File: config.mk
export PLATFORM = sky130hd
export DESIGN_NAME = scr_top
export DESIGN_NICKNAME = d
export VERILOG_FILES = /design/src/scr_pkg.sv /design/src/scr_top.sv
export SDC_FILE = /design/constraint.sdc
export NUM_CORES = 1
export LEC_CHECK = 0
export BUFFER_PORTS_ARGS = -buffer_cell sky130_fd_sc_hd__buf_2
export CAP_MARGIN = 20
export CORE_ASPECT_RATIO = 1.5
export CORE_MARGIN = 8
export CORE_UTILIZATION = 57
export DETAILED_ROUTE_END_ITERATION = 10
export PLACE_DENSITY = 0.78
export RECOVER_POWER = 100
export SYNTH_ARGS = -nofsm -noshare
export SYNTH_HDL_FRONTEND = slang
export SYNTH_SLANG_ARGS = --single-unit
File: constraint.sdc
create_clock -name clock_in -period 2.2 [get_ports clock_in]
set_input_delay 0 -clock clock_in [delete_from_list [all_inputs] [get_ports clock_in]]
set_output_delay 0 -clock clock_in [all_outputs]
set_load 0.02 [all_outputs]
File: src/scr_pkg.sv
// Shared constants for the synthesizer configuration register bank
package scr_pkg;

  // ----------------------------------------
  // Serial frame lengths
  // ----------------------------------------
  localparam int CFG_BITS = 8;
  localparam int REF_BITS = 16;
  localparam int DIV_BITS = 24;

  // ----------------------------------------
  // Config byte fields
  // ----------------------------------------
  localparam int CFG_POL  = 7;
  localparam int CFG_SEL  = 6;
  localparam int CFG_LDE  = 5;
  localparam int CFG_LOW_POWER_HOLD = 4;
  localparam int CFG_IHI  = 3;
  localparam int CFG_ILO  = 2;
  localparam int CFG_PORT = 1;
  localparam int CFG_OUTB = 0;
  localparam logic [7:0] CFG_RESET = 8'h00;

  // ----------------------------------------
  // A register fields
  // ----------------------------------------
  localparam int A_MODE_LO = 22;
  localparam logic [1:0] A_MODE_PORT = 2'h3;
  localparam int A_SWALLOW_W = 6;
  localparam int A_MAIN_LSB = 6;
  localparam int A_MAIN_W = 10;
  localparam logic [23:0] A_RESET = 24'h000000;

  // ----------------------------------------
  // R register fields
  // ----------------------------------------
  localparam int R_DIV_W = 13;
  localparam int R_OSC_LSB = 13;
  localparam logic [2:0] R_OSC_RESET = 3'h3;
  localparam logic [2:0] R_OSC_STATIC_LOW = 3'h0;
  localparam logic [12:0] R_DIV_RESET = 13'h0001;

  // ----------------------------------------
  // Current step codes
  // ----------------------------------------
  localparam logic [1:0] STEP_10 = 2'h0;
  localparam logic [1:0] STEP_25 = 2'h1;

  // Recovery sequence
  typedef enum logic [2:0] {
    SCR_RUN  = 3'b001,
    SCR_HOLD = 3'b010,
    SCR_WAIT = 3'b100
  } scr_state_t;

endpackage

File: src/scr_top.sv
// Serial-loaded configuration registers and standby control of the synthesizer
`timescale 1ns/10ps

module scr_top #(
  parameter int CNT_W = 24
) (
  // Clock and reset
  input  wire logic        clock_in,
  input  wire logic        rstn_in,
  // Serial port from host
  input  wire logic        serial_clk_in,
  input  wire logic        serial_data_in,
  input  wire logic        serial_load_strobe_in,
  // Detector pulses from counters
  input  wire logic        ref_divided_freq_in,
  input  wire logic        vco_divided_freq_in,
  input  wire logic        ref_terminal_in,
  input  wire logic        raw_phase_r_n_in,
  input  wire logic        raw_phase_v_n_in,
  input  wire logic        raw_pump_up_in,
  input  wire logic        raw_pump_dn_in,
  // Detector outputs
  output logic             pump_source_out,
  output logic             pump_sink_out,
  output logic             single_ended_detector_output_oe_out,
  output logic             phase_r_n_out,
  output logic             phase_v_n_out,
  output logic             lock_indicator_out,
  // Control to analog and counters
  output logic [1:0]       pump_current_sel_out,
  output logic [1:0]       pump_step_out,
  output logic             bias_enable_out,
  output logic             counters_run_out,
  output logic             r_jam_load_out,
  output logic             detector_init_out,
  output logic             detectors_enabled_out,
  output logic             ref_input_inhibit_out,
  output logic [2:0]       ref_osc_mode_out,
  output logic [12:0]      r_divide_out,
  output logic [23:0]      swallow_and_main_divide_out,
  // General purpose outputs
  output logic             port_pin_out,
  output logic             open_drain_oe_out,
  output logic             open_drain_out
);

  // ----------------------------------------
  // Input synchronisers
  // ----------------------------------------
  // Serial port, counter pulses and phase AND pass two flops, and only the second stage is used; raw pump, raw phase and ref_terminal_in paths bypass them
  logic [7:0] sync1;
  logic [7:0] sync2;
  logic [7:0] async_in;
  assign async_in = {serial_clk_in, serial_data_in, serial_load_strobe_in,
                     ref_divided_freq_in, vco_divided_freq_in, ref_terminal_in,
                     raw_phase_r_n_in & raw_phase_v_n_in, 1'b0};
  always_ff @(posedge clock_in or negedge rstn_in) begin
    if (!rstn_in) begin
      // Idle pin levels so no false edge or strobe follows reset
      sync1 <= 8'h02;
      sync2 <= 8'h02;
    end else begin
      sync1 <= async_in;
      sync2 <= sync1;
    end
  end
  logic sclk_s, sdat_s, stb_s, fv_s;
  assign sclk_s = sync2[7];
  assign sdat_s = sync2[6];
  assign stb_s  = sync2[5];
  assign fv_s   = sync2[3];

  // ----------------------------------------
  // Serial shift and register state
  // ----------------------------------------
  logic [23:0] shreg, next_shreg;
  logic [5:0]  nbits, next_nbits;
  logic        sclk_d, stb_d, fv_d;
  logic [7:0]  cfg, next_cfg;
  logic [23:0] areg, next_areg;
  logic [2:0]  rosc, next_rosc;
  logic [12:0] rbuf1, next_rbuf1;
  logic [12:0] rbuf2, next_rbuf2;
  logic [12:0] ract, next_ract;
  logic        sclk_rise, stb_fall, fv_rise;

  assign sclk_rise = sclk_s & ~sclk_d;
  assign stb_fall  = ~stb_s & stb_d;
  assign fv_rise   = fv_s & ~fv_d;

  always_comb begin
    next_shreg = shreg;
    next_nbits = nbits;
    next_cfg   = cfg;
    next_areg  = areg;
    next_rosc  = rosc;
    next_rbuf1 = rbuf1;
    next_rbuf2 = rbuf2;
    next_ract  = ract;
    if (stb_s && sclk_rise) begin
      next_shreg = {shreg[22:0], sdat_s};
      if (nbits != 6'h3f) begin
        next_nbits = nbits + 6'h01;
      end
    end
    if (stb_fall) begin
      next_nbits = 6'h00;
      if (nbits == 6'(scr_pkg::CFG_BITS)) begin
        next_cfg = shreg[7:0];
      end else if (nbits == 6'(scr_pkg::REF_BITS)) begin
        next_rosc  = shreg[scr_pkg::R_OSC_LSB +: 3];
        next_rbuf1 = shreg[scr_pkg::R_DIV_W-1:0];
      end else if (nbits == 6'(scr_pkg::DIV_BITS)) begin
        next_areg  = shreg;
        next_rbuf2 = rbuf1;
      end else if (nbits == 6'h00) begin
        next_rbuf2 = rbuf1;
      end
    end
    if (ref_terminal_in) begin
      next_ract = rbuf2;
    end
  end

  always_ff @(posedge clock_in or negedge rstn_in) begin
    if (!rstn_in) begin
      shreg  <= 24'h000000;
      nbits  <= 6'h00;
      sclk_d <= 1'b0;
      stb_d  <= 1'b0;
      fv_d   <= 1'b0;
      cfg    <= scr_pkg::CFG_RESET;
      areg   <= scr_pkg::A_RESET;
      rosc   <= scr_pkg::R_OSC_RESET;
      rbuf1  <= scr_pkg::R_DIV_RESET;
      rbuf2  <= scr_pkg::R_DIV_RESET;
      ract   <= scr_pkg::R_DIV_RESET;
    end else begin
      shreg  <= next_shreg;
      nbits  <= next_nbits;
      sclk_d <= sclk_s;
      stb_d  <= stb_s;
      fv_d   <= fv_s;
      cfg    <= next_cfg;
      areg   <= next_areg;
      rosc   <= next_rosc;
      rbuf1  <= next_rbuf1;
      rbuf2  <= next_rbuf2;
      ract   <= next_ract;
    end
  end

  // ----------------------------------------
  // Standby recovery sequence
  // ----------------------------------------
  // Detectors stay blocked until the first divided VCO pulse aligns them
  scr_pkg::scr_state_t st, next_st;
  logic low_power_hold;
  assign low_power_hold = cfg[scr_pkg::CFG_LOW_POWER_HOLD];

  always_comb begin
    next_st = st;
    case (st)
      scr_pkg::SCR_RUN: begin
        if (low_power_hold) begin
          next_st = scr_pkg::SCR_HOLD;
        end
      end
      scr_pkg::SCR_HOLD: begin
        if (!low_power_hold) begin
          next_st = scr_pkg::SCR_WAIT;
        end
      end
      scr_pkg::SCR_WAIT: begin
        if (low_power_hold) begin
          next_st = scr_pkg::SCR_HOLD;
        end else if (fv_rise) begin
          next_st = scr_pkg::SCR_RUN;
        end
      end
      default: next_st = scr_pkg::SCR_RUN;
    endcase
  end

  always_ff @(posedge clock_in or negedge rstn_in) begin
    if (!rstn_in) begin
      st <= scr_pkg::SCR_RUN;
    end else begin
      st <= next_st;
    end
  end

  // ----------------------------------------
  // Output decode
  // ----------------------------------------
  logic detector_polarity, sel_single, lock_pin_enable, port_mode, det_on, in_hold;
  assign detector_polarity        = cfg[scr_pkg::CFG_POL];
  assign sel_single = cfg[scr_pkg::CFG_SEL];
  assign lock_pin_enable        = cfg[scr_pkg::CFG_LDE];
  assign port_mode  = areg[scr_pkg::A_MODE_LO +: 2] == scr_pkg::A_MODE_PORT;
  assign in_hold    = (st == scr_pkg::SCR_HOLD);
  assign det_on     = (st == scr_pkg::SCR_RUN) && !low_power_hold;

  always_ff @(posedge clock_in or negedge rstn_in) begin
    if (!rstn_in) begin
      pump_source_out                     <= 1'b0;
      pump_sink_out                       <= 1'b0;
      single_ended_detector_output_oe_out <= 1'b0;
      phase_r_n_out                       <= 1'b1;
      phase_v_n_out                       <= 1'b1;
      lock_indicator_out                  <= 1'b0;
      pump_current_sel_out                <= 2'h0;
      pump_step_out                       <= scr_pkg::STEP_10;
      bias_enable_out                     <= 1'b1;
      counters_run_out                    <= 1'b1;
      r_jam_load_out                      <= 1'b0;
      detector_init_out                   <= 1'b0;
      detectors_enabled_out               <= 1'b1;
      ref_input_inhibit_out               <= 1'b0;
      ref_osc_mode_out                    <= scr_pkg::R_OSC_RESET;
      r_divide_out                        <= scr_pkg::R_DIV_RESET;
      swallow_and_main_divide_out         <= scr_pkg::A_RESET;
      port_pin_out                        <= 1'b0;
      open_drain_oe_out                   <= 1'b1;
      open_drain_out                      <= 1'b0;
    end else begin
      // Polarity swaps pump direction and detector roles
      pump_source_out <= det_on && (detector_polarity ? raw_pump_dn_in : raw_pump_up_in);
      pump_sink_out   <= det_on && (detector_polarity ? raw_pump_up_in : raw_pump_dn_in);
      single_ended_detector_output_oe_out <= sel_single && !low_power_hold && !in_hold;
      phase_r_n_out <= (sel_single || low_power_hold || !det_on) ? 1'b1
                       : (detector_polarity ? raw_phase_v_n_in : raw_phase_r_n_in);
      phase_v_n_out <= (sel_single || low_power_hold || !det_on) ? 1'b1
                       : (detector_polarity ? raw_phase_r_n_in : raw_phase_v_n_in);
      // Lock gating uses synced AND; in recovery lock stays quiet-high
      if (!lock_pin_enable) begin
        lock_indicator_out <= 1'b0;
      end else if (low_power_hold || !det_on) begin
        lock_indicator_out <= 1'b1;
      end else begin
        lock_indicator_out <= sync2[1];
      end
      pump_current_sel_out <= {cfg[scr_pkg::CFG_IHI], cfg[scr_pkg::CFG_ILO]};
      pump_step_out <= (!port_mode && cfg[scr_pkg::CFG_PORT]) ? scr_pkg::STEP_25
                       : scr_pkg::STEP_10;
      bias_enable_out       <= !in_hold && !low_power_hold;
      counters_run_out      <= !in_hold && !low_power_hold;
      r_jam_load_out        <= (st == scr_pkg::SCR_WAIT) && !low_power_hold && fv_rise;
      detector_init_out     <= (st == scr_pkg::SCR_WAIT) && !low_power_hold && fv_rise;
      detectors_enabled_out <= det_on;
      ref_input_inhibit_out <= low_power_hold && (rosc == scr_pkg::R_OSC_STATIC_LOW);
      ref_osc_mode_out      <= rosc;
      r_divide_out          <= ract;
      swallow_and_main_divide_out <= areg;
      port_pin_out      <= port_mode && cfg[scr_pkg::CFG_PORT];
      open_drain_oe_out <= !cfg[scr_pkg::CFG_OUTB];
      open_drain_out    <= 1'b0;
    end
  end

endmodule

### Word level (Yosys, flattened, before mapping)

Cells that the tools add are included.

| storage, ports and cells | value |
|---|---|
| register bits after elaboration | 179 |
| bits of input ports | 12 |
| output and inout port bits | 59 |
| word-level logic and storage cells | 102 |

| cells by class | value |
|---|---|
| $add $sub $neg | 1 |
| equal/unequal tests | 11 |
| muxes and demuxes | 19 |
| bitwise operators | 9 |
| reduce and logical (&&, ||, !) cells | 31 |

Operators with widths:

| cell | number |
|---|---|
| two-way mux 13 bit | 2 |
| two-way mux 6 bit | 3 |
| == test 6 x 5 -> 1 bit (second input constant) | 2 |
| logical AND 1 bit | 12 |
| two-way mux 3 bit | 4 |
| two-way mux 1 bit | 9 |
| case mux 3 bit (3 select lines) | 1 |
| AND reduction 4 bit | 2 |
| adder 6 x 1 -> 6 bit (second input constant) | 1 |
| == test 6 x 4 -> 1 bit (second input constant) | 1 |
| zero test 6 bit | 1 |
| != test 6 bit (second input constant) | 1 |
| AND reduction 3 bit | 2 |
| nonzero test 2 bit | 3 |
| zero test 1 bit | 5 |
| NOT 1 bit | 5 |
| AND 1 bit | 4 |
| != test 2 bit (second input constant) | 2 |
| AND reduction 2 bit | 2 |
| == test 3 x 1 -> 1 bit (second input constant) | 1 |
| == test 3 x 2 -> 1 bit (second input constant) | 1 |
| == test 3 bit (second input constant) | 1 |
| zero test 3 bit | 1 |
| logical OR 1 bit | 3 |
| other kinds (2) | 2 |

### Longest topological paths before layout

Gate-level depths: netlist (run 1).

| depth | value |
|---|---|
| word-level depth | 6 |
| mapped depth | 7 |
| depth with buffers taken out | 5 |

### Least setup slack after synthesis (run 1)

OpenSTA, ideal clock, no wires.

| path | value |
|---|---|
| path type | reg2reg |
| from | register nbits[0] |
| to | register rbuf2[10] |
| library setup time | 0.125 ns |
| data arrival time | 1.746 ns |
| required time | 2.075 ns |
| slack | 0.330 ns |
| cell stages (with the launch flop) | 7 |
| path buffers | 1 |
| period minus slack after synthesis | 1.870 ns |
| cell sequence | dfrtp_1 > inv_1 > ha_1 > nand4bb_4 > nor3_1 > buf_4 > mux2_2 |

| between the ends | value |
|---|---|
| longest elaborated chain between the ends | 3 |
| elaborated cells between the ends (all ways) | 9 |
| those cells by class | eq/ne: 3; mux: 1; bitwise: 2; reduce/logical: 3 |

Ends and longest elaborated chain:

| what | RTL line | RTL |
|---|---|---|
| start, declared | scr_top.sv:77 | `logic [5:0] nbits, next_nbits;` |
| start signal, assigned | scr_top.sv:140 | `nbits <= next_nbits;` |
| == test 6 x 5 -> 1 bit (tied with other cells) | scr_top.sv:113 | `end else if (nbits == 6'(scr_pkg::DIV_BITS)) begin` |
| nonzero test 2 bit (no line) / NOT 1 bit (equally long branches) | - |  |
| AND reduction 4 bit (no line) | - |  |
| end signal, assigned | scr_top.sv:136 | `rbuf2 <= scr_pkg::R_DIV_RESET;` |
| end signal, assigned | scr_top.sv:148 | `rbuf2 <= next_rbuf2;` |
| end, declared | scr_top.sv:83 | `logic [12:0] rbuf2, next_rbuf2;` |

Several ways; a longest one is shown, not always the timed one.
A chain may end at the register's enable or synchronous reset.

### Worst setup path after layout (run 1)

| path | value |
|---|---|
| from | register nbits[0] |
| to | register areg[4] |

| between the ends | value |
|---|---|
| longest elaborated chain between the ends | 3 |
| elaborated cells between the ends (all ways) | 6 |
| those cells by class | eq/ne: 3; bitwise: 2; reduce/logical: 1 |

Ends and longest elaborated chain:

| what | RTL line | RTL |
|---|---|---|
| == test 6 x 5 -> 1 bit / == test 6 x 4 -> 1 bit (equally long branches) | scr_top.sv:110, scr_top.sv:108 |  |
| NOT 1 bit (no line) | - |  |
| AND reduction 4 bit (no line) * | - |  |
| end signal, assigned | scr_top.sv:133 | `areg <= scr_pkg::A_RESET;` |
| end signal, assigned | scr_top.sv:145 | `areg <= next_areg;` |
| end, declared | scr_top.sv:80 | `logic [23:0] areg, next_areg;` |

Mark *: on every way between the ends. The rest lies on a longest branch, timed or not.

==> results of run 1 <==
==> synth_stat cells (2+ instances only) <==
master    number  area share (%)
buf_4          6            0.72
dfrtp_1      159              64
nor4_1         2            0.20
nor3b_1        3            0.36
mux2_4        20             4.8
inv_1          6            0.36
nor2_1         6            0.36
clkbuf_1       7            0.42
ha_1           2            0.40
nand3_1        4            0.32
xor2_1         2            0.28
buf_12         2            0.64
a211oi_1       2            0.24
and3_1         2            0.20
dfstp_2       16             6.7
nand2_1       78             4.7
and2_1         2            0.20
o21ai_0        3            0.24
a21oi_1        3            0.24
nor3_1         3            0.24
mux2i_1        4            0.64
nand2b_1       3            0.30
buf_1          4            0.24
mux2_2        56              10
==> cells by family (layout without fill, tap and decap cells) <==
logic type / after synthesis / after routing / synth area share [%]
AO/OA/AOI/OAI: 14 / 14 / 1.54
XOR/XNOR: 2 / 2 / 0.280
adder cells (fa/ha/maj): 2 / 2 / 0.400
buffers and inverters: 28 / 128 / 2.72
flip-flops: 175 / 175 / 70.4
multiplexers: 80 / 80 / 15.5
other: 1 / 2 / 0.0600
AND/OR/NAND/NOR: 114 / 114 / 9.09
==> layout make-up <==
class | count | area [um^2]
flip-flops and latches | 175 | 4400
fillers | 796 | 3620
multi-input cells | 214 | 1670
repair buffers | 90 | 449
clock buffers | 18 | 429
well taps | 147 | 184
clock inverters | 14 | 111
inverters | 6 | 22.5
==> layout by cell type (no fill, tap or decap), types with 3 or more instances in the layout <==
cell           Yosys  final
dfrtp_1          159    159
nand2_1           78     78
clkbuf_1           7     62
mux2_2            56     56
clkbuf_16          0     17
mux2_4            20     15
dfstp_2           16     13
dlygate4sd3_1      0     11
buf_2              1      8
clkbuf_2           1      7
inv_1              6      6
nor2_1             6      6
mux2_1             0      5
clkinvlp_4         0      5
mux2i_1            4      4
nand3_1            4      4
nor3b_1            3      3
nand2b_1           3      3
nor3_1             3      3
o21ai_0            3      3
a21oi_1            3      3
clkinv_4           0      3
inv_6              0      3
dfstp_1            0      3
==> layer usage <==
metal,up-vias,global-route usage [%],share of wire [%]
li1,1568,-,-
met4,0,5.75,1.2
met3,11,4.67,4.0
met5,-,0,0
met1,1796,18.8,39
met2,77,29.8,56
==> critical path, cell delays in order (launching register included) <==
cell       delay [ns]
dfrtp_1          0.41
inv_1            0.10
ha_1             0.22
nand4bb_4        0.17
or3_1            0.39
clkbuf_4         0.29
mux2_4           0.35
==> final timing paths <==
kind	slack (ns)	startpoint	endpoint
worst max-delay path	0.14	nbits[0]	areg[4]
worst min-delay path	0.08	ref_terminal_in	ract[10]
worst max register to register	0.14	nbits[0]	areg[4]
worst min register to register	0.35	sync1[7]	sync2[7]
max in group asynchronous	0.47	rstn_in	nbits[5]
min in group asynchronous	0.48	rstn_in	swallow_and_main_divide_out[6]
==> power groups by stage <==
stage / combinational, mW / clock, mW / sequential [mW]
final: 0.226 / 2.70 / 3.35
after global routing: 0.258 / 2.88 / 3.35
after CTS: 0.239 / 2.76 / 3.35
after detailed placement: 0.220 / 0 / 3.41
after global placement: 0.208 / 0 / 3.40
after floorplan: 0.106 / 0 / 3.39
==> sequential cells by signal (all words and copies together), names as in the netlist, 2 cells and up <==
signal                       count
areg                            24
rbuf1                           13
ref_osc_mode_out                 3
st                               3
sync1                            5
rbuf2                           13
rosc                             3
ract                            13
cfg                              8
r_divide_out                    13
pump_current_sel_out             2
swallow_and_main_divide_out     24
sync2                            5
shreg                           24
nbits                            6
==> reports/qor.csv, run 1 <==
stage;metric;value;unit
flow_run;drv_cap;0;
synth;synth_seq_cells;175;
detailed_routing;drt_iter0_drc;185;
cells_and_area;antenna_cells;0;
cells_and_area;fin_cells;664;
detailed_routing;drt_wl_total;11100;um
cts;cts_sinks;175;
die;initial_utilization;57.5;%
cts;clock_latency;0.42;ns
worst_setup_path;r2r_cells;6;
timing;setup_viol;0;
detailed_routing;wl_per_cell;16.7;um
detailed_routing;drc;0;
timing;rsz0062_at_grt;false;
detailed_routing;first_pass_iters;5;
hold_path;min_path_cells;2;
synth;syn_area;0.00625;mm^2
global_route;grt.overflow.total;0;
place;place_hpwl;7230;um
synth;synth_warnings;0;
cts;postCtsResizedCells;0;
cells_and_area;drive_gt1_share;26.5;%
timing;hold_violations;0;
die;die_w;102;um
worst_setup_path;crit_type;flip-flop to flip-flop;
die;die_height;144;um
status;status;completed;
place;post-place-ws;0.227;ns
global_route;grt_antenna_before_repair;0;
power;ir_drop;569;uV
cts;clock_tree.buffer_depth;2;
power;combPwrFrac;3.6;%
synth;synth_area_per_cell;15.0;um^2
timing;setup_slack;0.143;ns
worst_setup_path;critPathRequiredTime;2.49;ns
detailed_routing;ant_nets;0;
power;leakage;3.63;nW
worst_setup_path;setup.worst_path.end_class;flip-flop;
timing;fin_worst_skew;0.00874;ns
synth;synth_edf_count;0;
die;rows;47;
power;p_int;4.82;mW
cells_and_area;fin_nets;518;
global_route;grt_pass1_wl;18800;um
cts;clkTransAtPathRegs;0.07;ns
cts;cts-root-buf;clkbuf_16;
synth;yosysUniqueCellTypes;45;
cts;htreeDepth;4;
place;place.gp.congestion;0.755;
timing;worst-slew-pin-transition;1.42;ns
worst_setup_path;critPathArrivalTime;2.35;ns
timing;finalCriticalPeriod;2.06;ns
synth;ys.flop_type;dfrtp_1;
die;dieArea;0.0146;mm^2
global_route;grt_pass1_vias;3737;
global_route;groute.usage.overall;16.8;%
power;power_density;864;mW/mm^2
cells_and_area;area_delta_synth_final;16.2;%
synth;yosysSeqAreaShare;70.4;%
power;clkPwrFrac;43.1;%
cts;cts_tree;built;
cts;cts_setup_buffers;0;
cells_and_area;stdcell_area;0.00726;mm^2
place;place_inst;621;
global_route;grt_max_degree;61;
cts;ctsHoldBuffers;11;
detailed_routing;avgViaCountPerCell;5.20;
worst_setup_path;crit_fanout;16;
detailed_routing;vias;3452;
timing;setup_tns;0;ns
synth;async_flop_share;100;%
timing;hold_ws;0.0831;ns
hold_path;hold_path_class;input port to flip-flop;
synth;netlist_instances;416;
cts;cts_buffers;17;
die;io-pin-count;71;
timing;slew_headroom;5.02;%
timing;clock.fmax;486;MHz
place;placed_area;0.00674;mm^2
power;seq_power_share;53.3;%
timing;fin_crit_sh;93.5;%
power;power;6.27;mW
worst_setup_path;critPathLaunchType;flip-flop;
power;switchingPower;1.46;mW
power;swShare;23.2;%
die;core;0.0109;mm^2
cells_and_area;fin_util;66.8;%
place;place.port_buffers;67;
timing;final-max-slew-violation-count;0;
(Power assumes the default switching activity.)
==> run 2, diff against run 1 <==
--- a/config.mk
+++ b/config.mk
@@ -8,7 +8,7 @@
 export BUFFER_PORTS_ARGS = -buffer_cell sky130_fd_sc_hd__buf_2
 export CAP_MARGIN = 20
 export CORE_ASPECT_RATIO = 1.5
-export CORE_MARGIN = 8
+export CORE_MARGIN = 2
 export CORE_UTILIZATION = 57
 export DETAILED_ROUTE_END_ITERATION = 10
 export PLACE_DENSITY = 0.78
==> constraint.sdc (replaced) <==
create_clock -name clock_in -period 2 [get_ports clock_in]
set_input_delay 0 -clock clock_in [delete_from_list [all_inputs] [get_ports clock_in]]
set_output_delay 0 -clock clock_in [all_outputs]
set_load 0.02 [all_outputs]
==> reports/qor.csv, run 2 (same netlist as run 1, synthesis figures left out) <==
stage;metric;value;unit
status;status;completed;
global_route;groute.usage.overall;19.7;%
die;io-pin-count;71;
timing;hold_violations;0;
cts;cts-root-buf;clkbuf_16;
timing;setup_viol;0;
timing;finalCriticalPeriod;1.94;ns
timing;setup_tns;0;ns
cts;cts_setup_buffers;0;
timing;slew_headroom;18.0;%
timing;worst-slew-pin-transition;1.23;ns
cts;clkTransAtPathRegs;0.06;ns
hold_path;hold_path_class;input port to flip-flop;
cells_and_area;fill_cells;743;
cells_and_area;layout_commonest_cell;dfrtp_1;
detailed_routing;drt_iter0_drc;189;
cells_and_area;area_delta_synth_final;17.0;%
detailed_routing;vias;3368;
cells_and_area;drive_gt1_share;27.0;%
timing;rsz0062_at_grt;false;
worst_setup_path;critPathLaunchType;flip-flop;
detailed_routing;drc;0;
timing;fin_worst_skew;0.00669;ns
detailed_routing;avgViaCountPerCell;5.11;
die;die_height;132;um
power;power;7.13;mW
global_route;grt.overflow.total;0;
die;core;0.0106;mm^2
timing;setup_slack;0.0624;ns
die;die_w;89.5;um
place;place.gp.congestion;0.759;
power;ir_drop;663;uV
global_route;grt_pass1_wl;17600;um
global_route;grt_antenna_before_repair;0;
power;power_density;975;mW/mm^2
detailed_routing;wl_per_cell;15.9;um
detailed_routing;ant_nets;0;
die;dieArea;0.0118;mm^2
cts;cts_tree;built;
detailed_routing;drt_wl_total;10500;um
flow_run;drv_cap;0;
cells_and_area;fin_util;68.7;%
worst_setup_path;crit_type;flip-flop to flip-flop;
cts;clock_latency;0.42;ns
global_route;grt_max_degree;66;
place;place_inst;616;
die;rows;46;
cts;cts_sinks;175;
cells_and_area;final_cell_mix;159 x dfrtp_1, 78 x nand2_1, 64 x clkbuf_1, 56 x mux2_2, 20 x mux2_4;
power;leakage;3.68;nW
global_route;grt_pass1_vias;3623;
die;initial_utilization;58.7;%
cts;clock_tree.buffer_depth;2;
timing;fin_crit_sh;96.9;%
cells_and_area;antenna_cells;0;
place;post-place-ws;0.0678;ns
worst_setup_path;critPathArrivalTime;2.24;ns
detailed_routing;first_pass_iters;4;
place;place.port_buffers;67;
worst_setup_path;setup.worst_path.end_class;flip-flop;
cells_and_area;fin_cells;659;
cells_and_area;fin_nets;516;
worst_setup_path;crit_fanout;24;
worst_setup_path;critPathRequiredTime;2.30;ns
cts;cts_buffers;17;
cts;htreeDepth;4;
cells_and_area;reg_top3;areg x24, shreg x24, swallow_and_main_divide_out x24;
timing;clock.fmax;516;MHz
place;place_hpwl;6730;um
timing;final-max-slew-violation-count;0;
==> run 2: cell count changes in the layout (fill, tap and decap cells not counted), moves of 2 or more <==
cell        change
clkinv_4        -2
bufinv_16       +2
clkbuf_2        -4
mux2_4          +5
clkbuf_1        +2
mux2_1          -5
buf_4           +3
clkbuf_8        +3
inv_6           -3
buf_6           +2
clkinvlp_4      -4
==> run 2: path summary, 6_finish.rpt <==
| kind | start | endpoint | slack (ns) | cells past startpoint |
|---|---|---|---|---|
| setup / recovery | nbits[0] | areg[17] | 0.06 | 6 |
| hold / removal | ref_terminal_in | ract[4] | 0.06 | 2 |
| setup reg to reg | nbits[0] | areg[17] | 0.06 | 6 |
| hold reg to reg | sync1[5] | sync2[5] | 0.36 | 0 |
| max in group asynchronous | rstn_in | rbuf2[0] | 0.46 | 3 |
| min in group asynchronous | rstn_in | pump_sink_out | 0.38 | 2 |
==> run 2: per-layer routing <==
metal,share of wire (%),GRT usage [%],up-vias
met5,0,0,-
met4,2.4,8.21,0
met3,3.3,4.82,23
met2,55,33.7,71
met1,39,23.3,1708
li1,-,-,1566
==> run 2: final cells by class <==
| cell class | count | area (um^2) | share of cell area (%) |
|---|---|---|---|
| clock inverters | 6 | 86.3 | 1.18 |
| repair buffers | 88 | 455 | 6.23 |
| clock buffers | 26 | 489 | 6.69 |
| flip-flops and latches | 175 | 4400 | 60.1 |
| well taps | 144 | 180 | 2.46 |
| inverters | 6 | 22.5 | 0.308 |
| multi-input cells | 214 | 1680 | 23.0 |
==> run 2: timing repair <==
action | in CTS | in global routing
gates resized for setup | 0 | 1
endpoints found under the hold margin | 174 | 0
hold buffers | 11 | 0
endpoints found under the setup margin | 0 | 8
==> run 2: power by group <==
part,switching [mW],total [mW],internal [mW]
clock network,1.26,3.20,1.94
registers,0.0756,3.69,3.61
logic,0.157,0.243,0.0862
==> run 2: through the flow <==
step / instance area [um^2] / hold WS (ns)
2_1_floorplan: 6250 / -0.296
3_5_place_dp: 6750 / -0.0280
3_3_place_gp: 6750 / -0.0340
4_1_cts: 7430 / 0.0505
5_1_grt: 7310 / 0.0685
6_report: 7310 / 0.0576
==> run 2: critical path: stages, from the launching register on <==
cell and delay (ns):
dfrtp_1 0.39, inv_1 0.11, ha_1 0.21, nand4bb_4 0.16, or3_1 0.41, buf_8 0.21, mux2_4 0.33
==> run 3, diff against run 2 <==
--- a/config.mk
+++ b/config.mk
@@ -11,6 +11,7 @@
 export CORE_MARGIN = 2
 export CORE_UTILIZATION = 57
 export DETAILED_ROUTE_END_ITERATION = 10
+export GPL_TIMING_DRIVEN = 0
 export PLACE_DENSITY = 0.78
 export RECOVER_POWER = 100
 export SYNTH_ARGS = -nofsm -noshare
==> reports/qor.csv, run 3 (same netlist as run 1, synthesis figures left out) <==
stage;metric;value;unit
power;power;7.37;mW
cells_and_area;fin_util;70.6;%
global_route;grt_antenna_before_repair;0;
worst_setup_path;slowest_delay;0.39;ns
timing;setup_slack;0.0525;ns
timing;fin_crit_sh;97.4;%
timing;clock.fmax;513;MHz
die;io-pin-count;71;
worst_setup_path;critPathCapture;areg[8];
die;core;0.0106;mm^2
flow_run;drv_cap;0;
power;leakage;3.76;nW
detailed_routing;drt_wl_total;10800;um
hold_path;hold_path_class;input port to flip-flop;
power;power_density;981;mW/mm^2
timing;rsz0062_at_grt;true;
cells_and_area;drive_gt1_share;27.9;%
status;status;completed;
place;place.port_buffers;67;
detailed_routing;drt_iter0_drc;184;
timing;hold_violations;0;
worst_setup_path;critPathSlowestCell;dfrtp_1;
timing;slew_headroom;34.4;%
global_route;grt_max_degree;138;
cells_and_area;reg_top3;areg x24, shreg x24, swallow_and_main_divide_out x24;
worst_setup_path;critPathRequiredTime;2.30;ns
worst_setup_path;setup.worst_path.end_class;flip-flop;
cells_and_area;fin_nets;533;
cells_and_area;antenna_cells;0;
worst_setup_path;crit_start;nbits[1];
place;post-place-ws;-0.140;ns
cells_and_area;layout_commonest_cell;dfrtp_1;
cts;clkTransAtPathRegs;0.06;ns
cells_and_area;area_delta_synth_final;20.2;%
timing;worst-slew-pin-transition;0.984;ns
die;dieArea;0.0118;mm^2
cts;clock_tree.buffer_depth;2;
worst_setup_path;crit_type;flip-flop to flip-flop;
global_route;grt_pass1_wl;17900;um
detailed_routing;wl_per_cell;16.0;um
die;initial_utilization;58.7;%
die;die_w;89.5;um
worst_setup_path;critPathLaunchType;flip-flop;
detailed_routing;drc;0;
cts;htreeDepth;4;
timing;setup_tns;0;ns
cts;cts_sinks;175;
cts;cts_tree;built;
die;rows;46;
timing;final-max-slew-violation-count;0;
detailed_routing;vias;3489;
worst_setup_path;crit_path_cell_trace;inv_1, ha_4, nand4bb_4, or3_4, buf_6, buf_12, mux2_4;
worst_setup_path;r2r-end;areg[8];
power;ir_drop;682;uV
cts;cts-root-buf;clkbuf_16;
worst_setup_path;critPathArrivalTime;2.25;ns
cts;clock_latency;0.42;ns
detailed_routing;first_pass_iters;4;
worst_setup_path;crit-reg2reg-launch;nbits[1];
timing;finalCriticalPeriod;1.95;ns
worst_setup_path;r2r_cells;7;
place;place.gp.congestion;0.739;
die;die_height;132;um
global_route;grt_pass1_vias;3704;
timing;setup_viol;0;
worst_setup_path;r2r_slack;0.05;ns
cts;cts_buffers;17;
worst_setup_path;crit_fanout;10;
detailed_routing;ant_nets;0;
global_route;grt.overflow.total;0;
global_route;groute.usage.overall;20.1;%
detailed_routing;avgViaCountPerCell;5.17;
place;place_hpwl;6770;um
cells_and_area;fill_cells;729;
cells_and_area;final_cell_mix;159 x dfrtp_1, 78 x nand2_1, 69 x clkbuf_1, 56 x mux2_2, 20 x mux2_4;
timing;fin_worst_skew;0.00596;ns
==> run 3: cell count changes in the layout (fill, tap and decap cells not counted), moves of 2 or more <==
| cell | previous run | this run |
|---|---|---|
| buf_1 | 0 | 3 |
| buf_4 | 4 | 8 |
| clkinvlp_4 | 1 | 3 |
| clkbuf_1 | 64 | 69 |
| bufinv_16 | 2 | 4 |
| buf_12 | 0 | 2 |
==> run 3: how the worst min path moves through the flow <==
| stage | start | endpoint | cells past startpoint |
|---|---|---|---|
| 6_report | vco_divided_freq_in | sync1[3] | 2 |
| 5_1_grt | vco_divided_freq_in | sync1[3] | 2 |
| 2_1_floorplan | rstn_in | areg[0] | 0 |
| 3_5_place_dp | rstn_in | pump_source_out | 1 |
| 4_1_cts | rstn_in | swallow_and_main_divide_out[16] | 2 |
| 3_3_place_gp | serial_clk_in | sync1[7] | 1 |
==> run 3: layout make-up <==
class                   count  area (um^2)  area share [%]
inverters                   6         22.5           0.300
well taps                 144          180            2.40
clock inverters            10          161            2.15
clock buffers              21          460            6.13
plain buffers              22          151            2.01
repair buffers             83          432            5.74
flip-flops and latches    175         4400            58.5
multi-input cells         214         1710            22.7
==> run 3: timing repair <==
action	in CTS	in global routing
hold endpoints to repair	177	0
endpoints found under the setup margin	48	34
setup buffers	3	0
gates resized for setup	3	2
pin swaps	3	1
hold buffers	12	0
==> run 3: worst max-delay path, delay by kind of cell, from the launching register on <==
family / cells / cell delay (ns)
adder cells (fa/ha/maj): 1 / 0.15
buffers and inverters: 3 / 0.42
AND/OR/NAND/NOR: 2 / 0.56
flip-flops: 1 / 0.39
multiplexers: 1 / 0.30
==> run 3: metrics by stage <==
stage | area, um^2 | hold slack, ns | std cells
after floorplan | 6250 | -0.296 | 417
after global placement | 6770 | 0.108 | 628
after detailed placement | 6810 | -0.106 | 629
after CTS | 7580 | 0.0434 | 675
after global routing | 7510 | 0.211 | 675
final | 7510 | 0.217 | 675
==> run 3: metal layers <==
metal | routed length, um | track usage [%]
met1 | 4290 | 23.6
met2 | 5950 | 34.6
met3 | 386 | 5.95
met4 | 164 | 6.72
met5 | 0 | 0
==> run 3: power by group <==
group	internal [mW]	total, mW	switching, mW
logic	0.0957	0.256	0.161
clock network	2.15	3.43	1.28
registers	3.61	3.68	0.0736
total	5.85	7.37	1.52
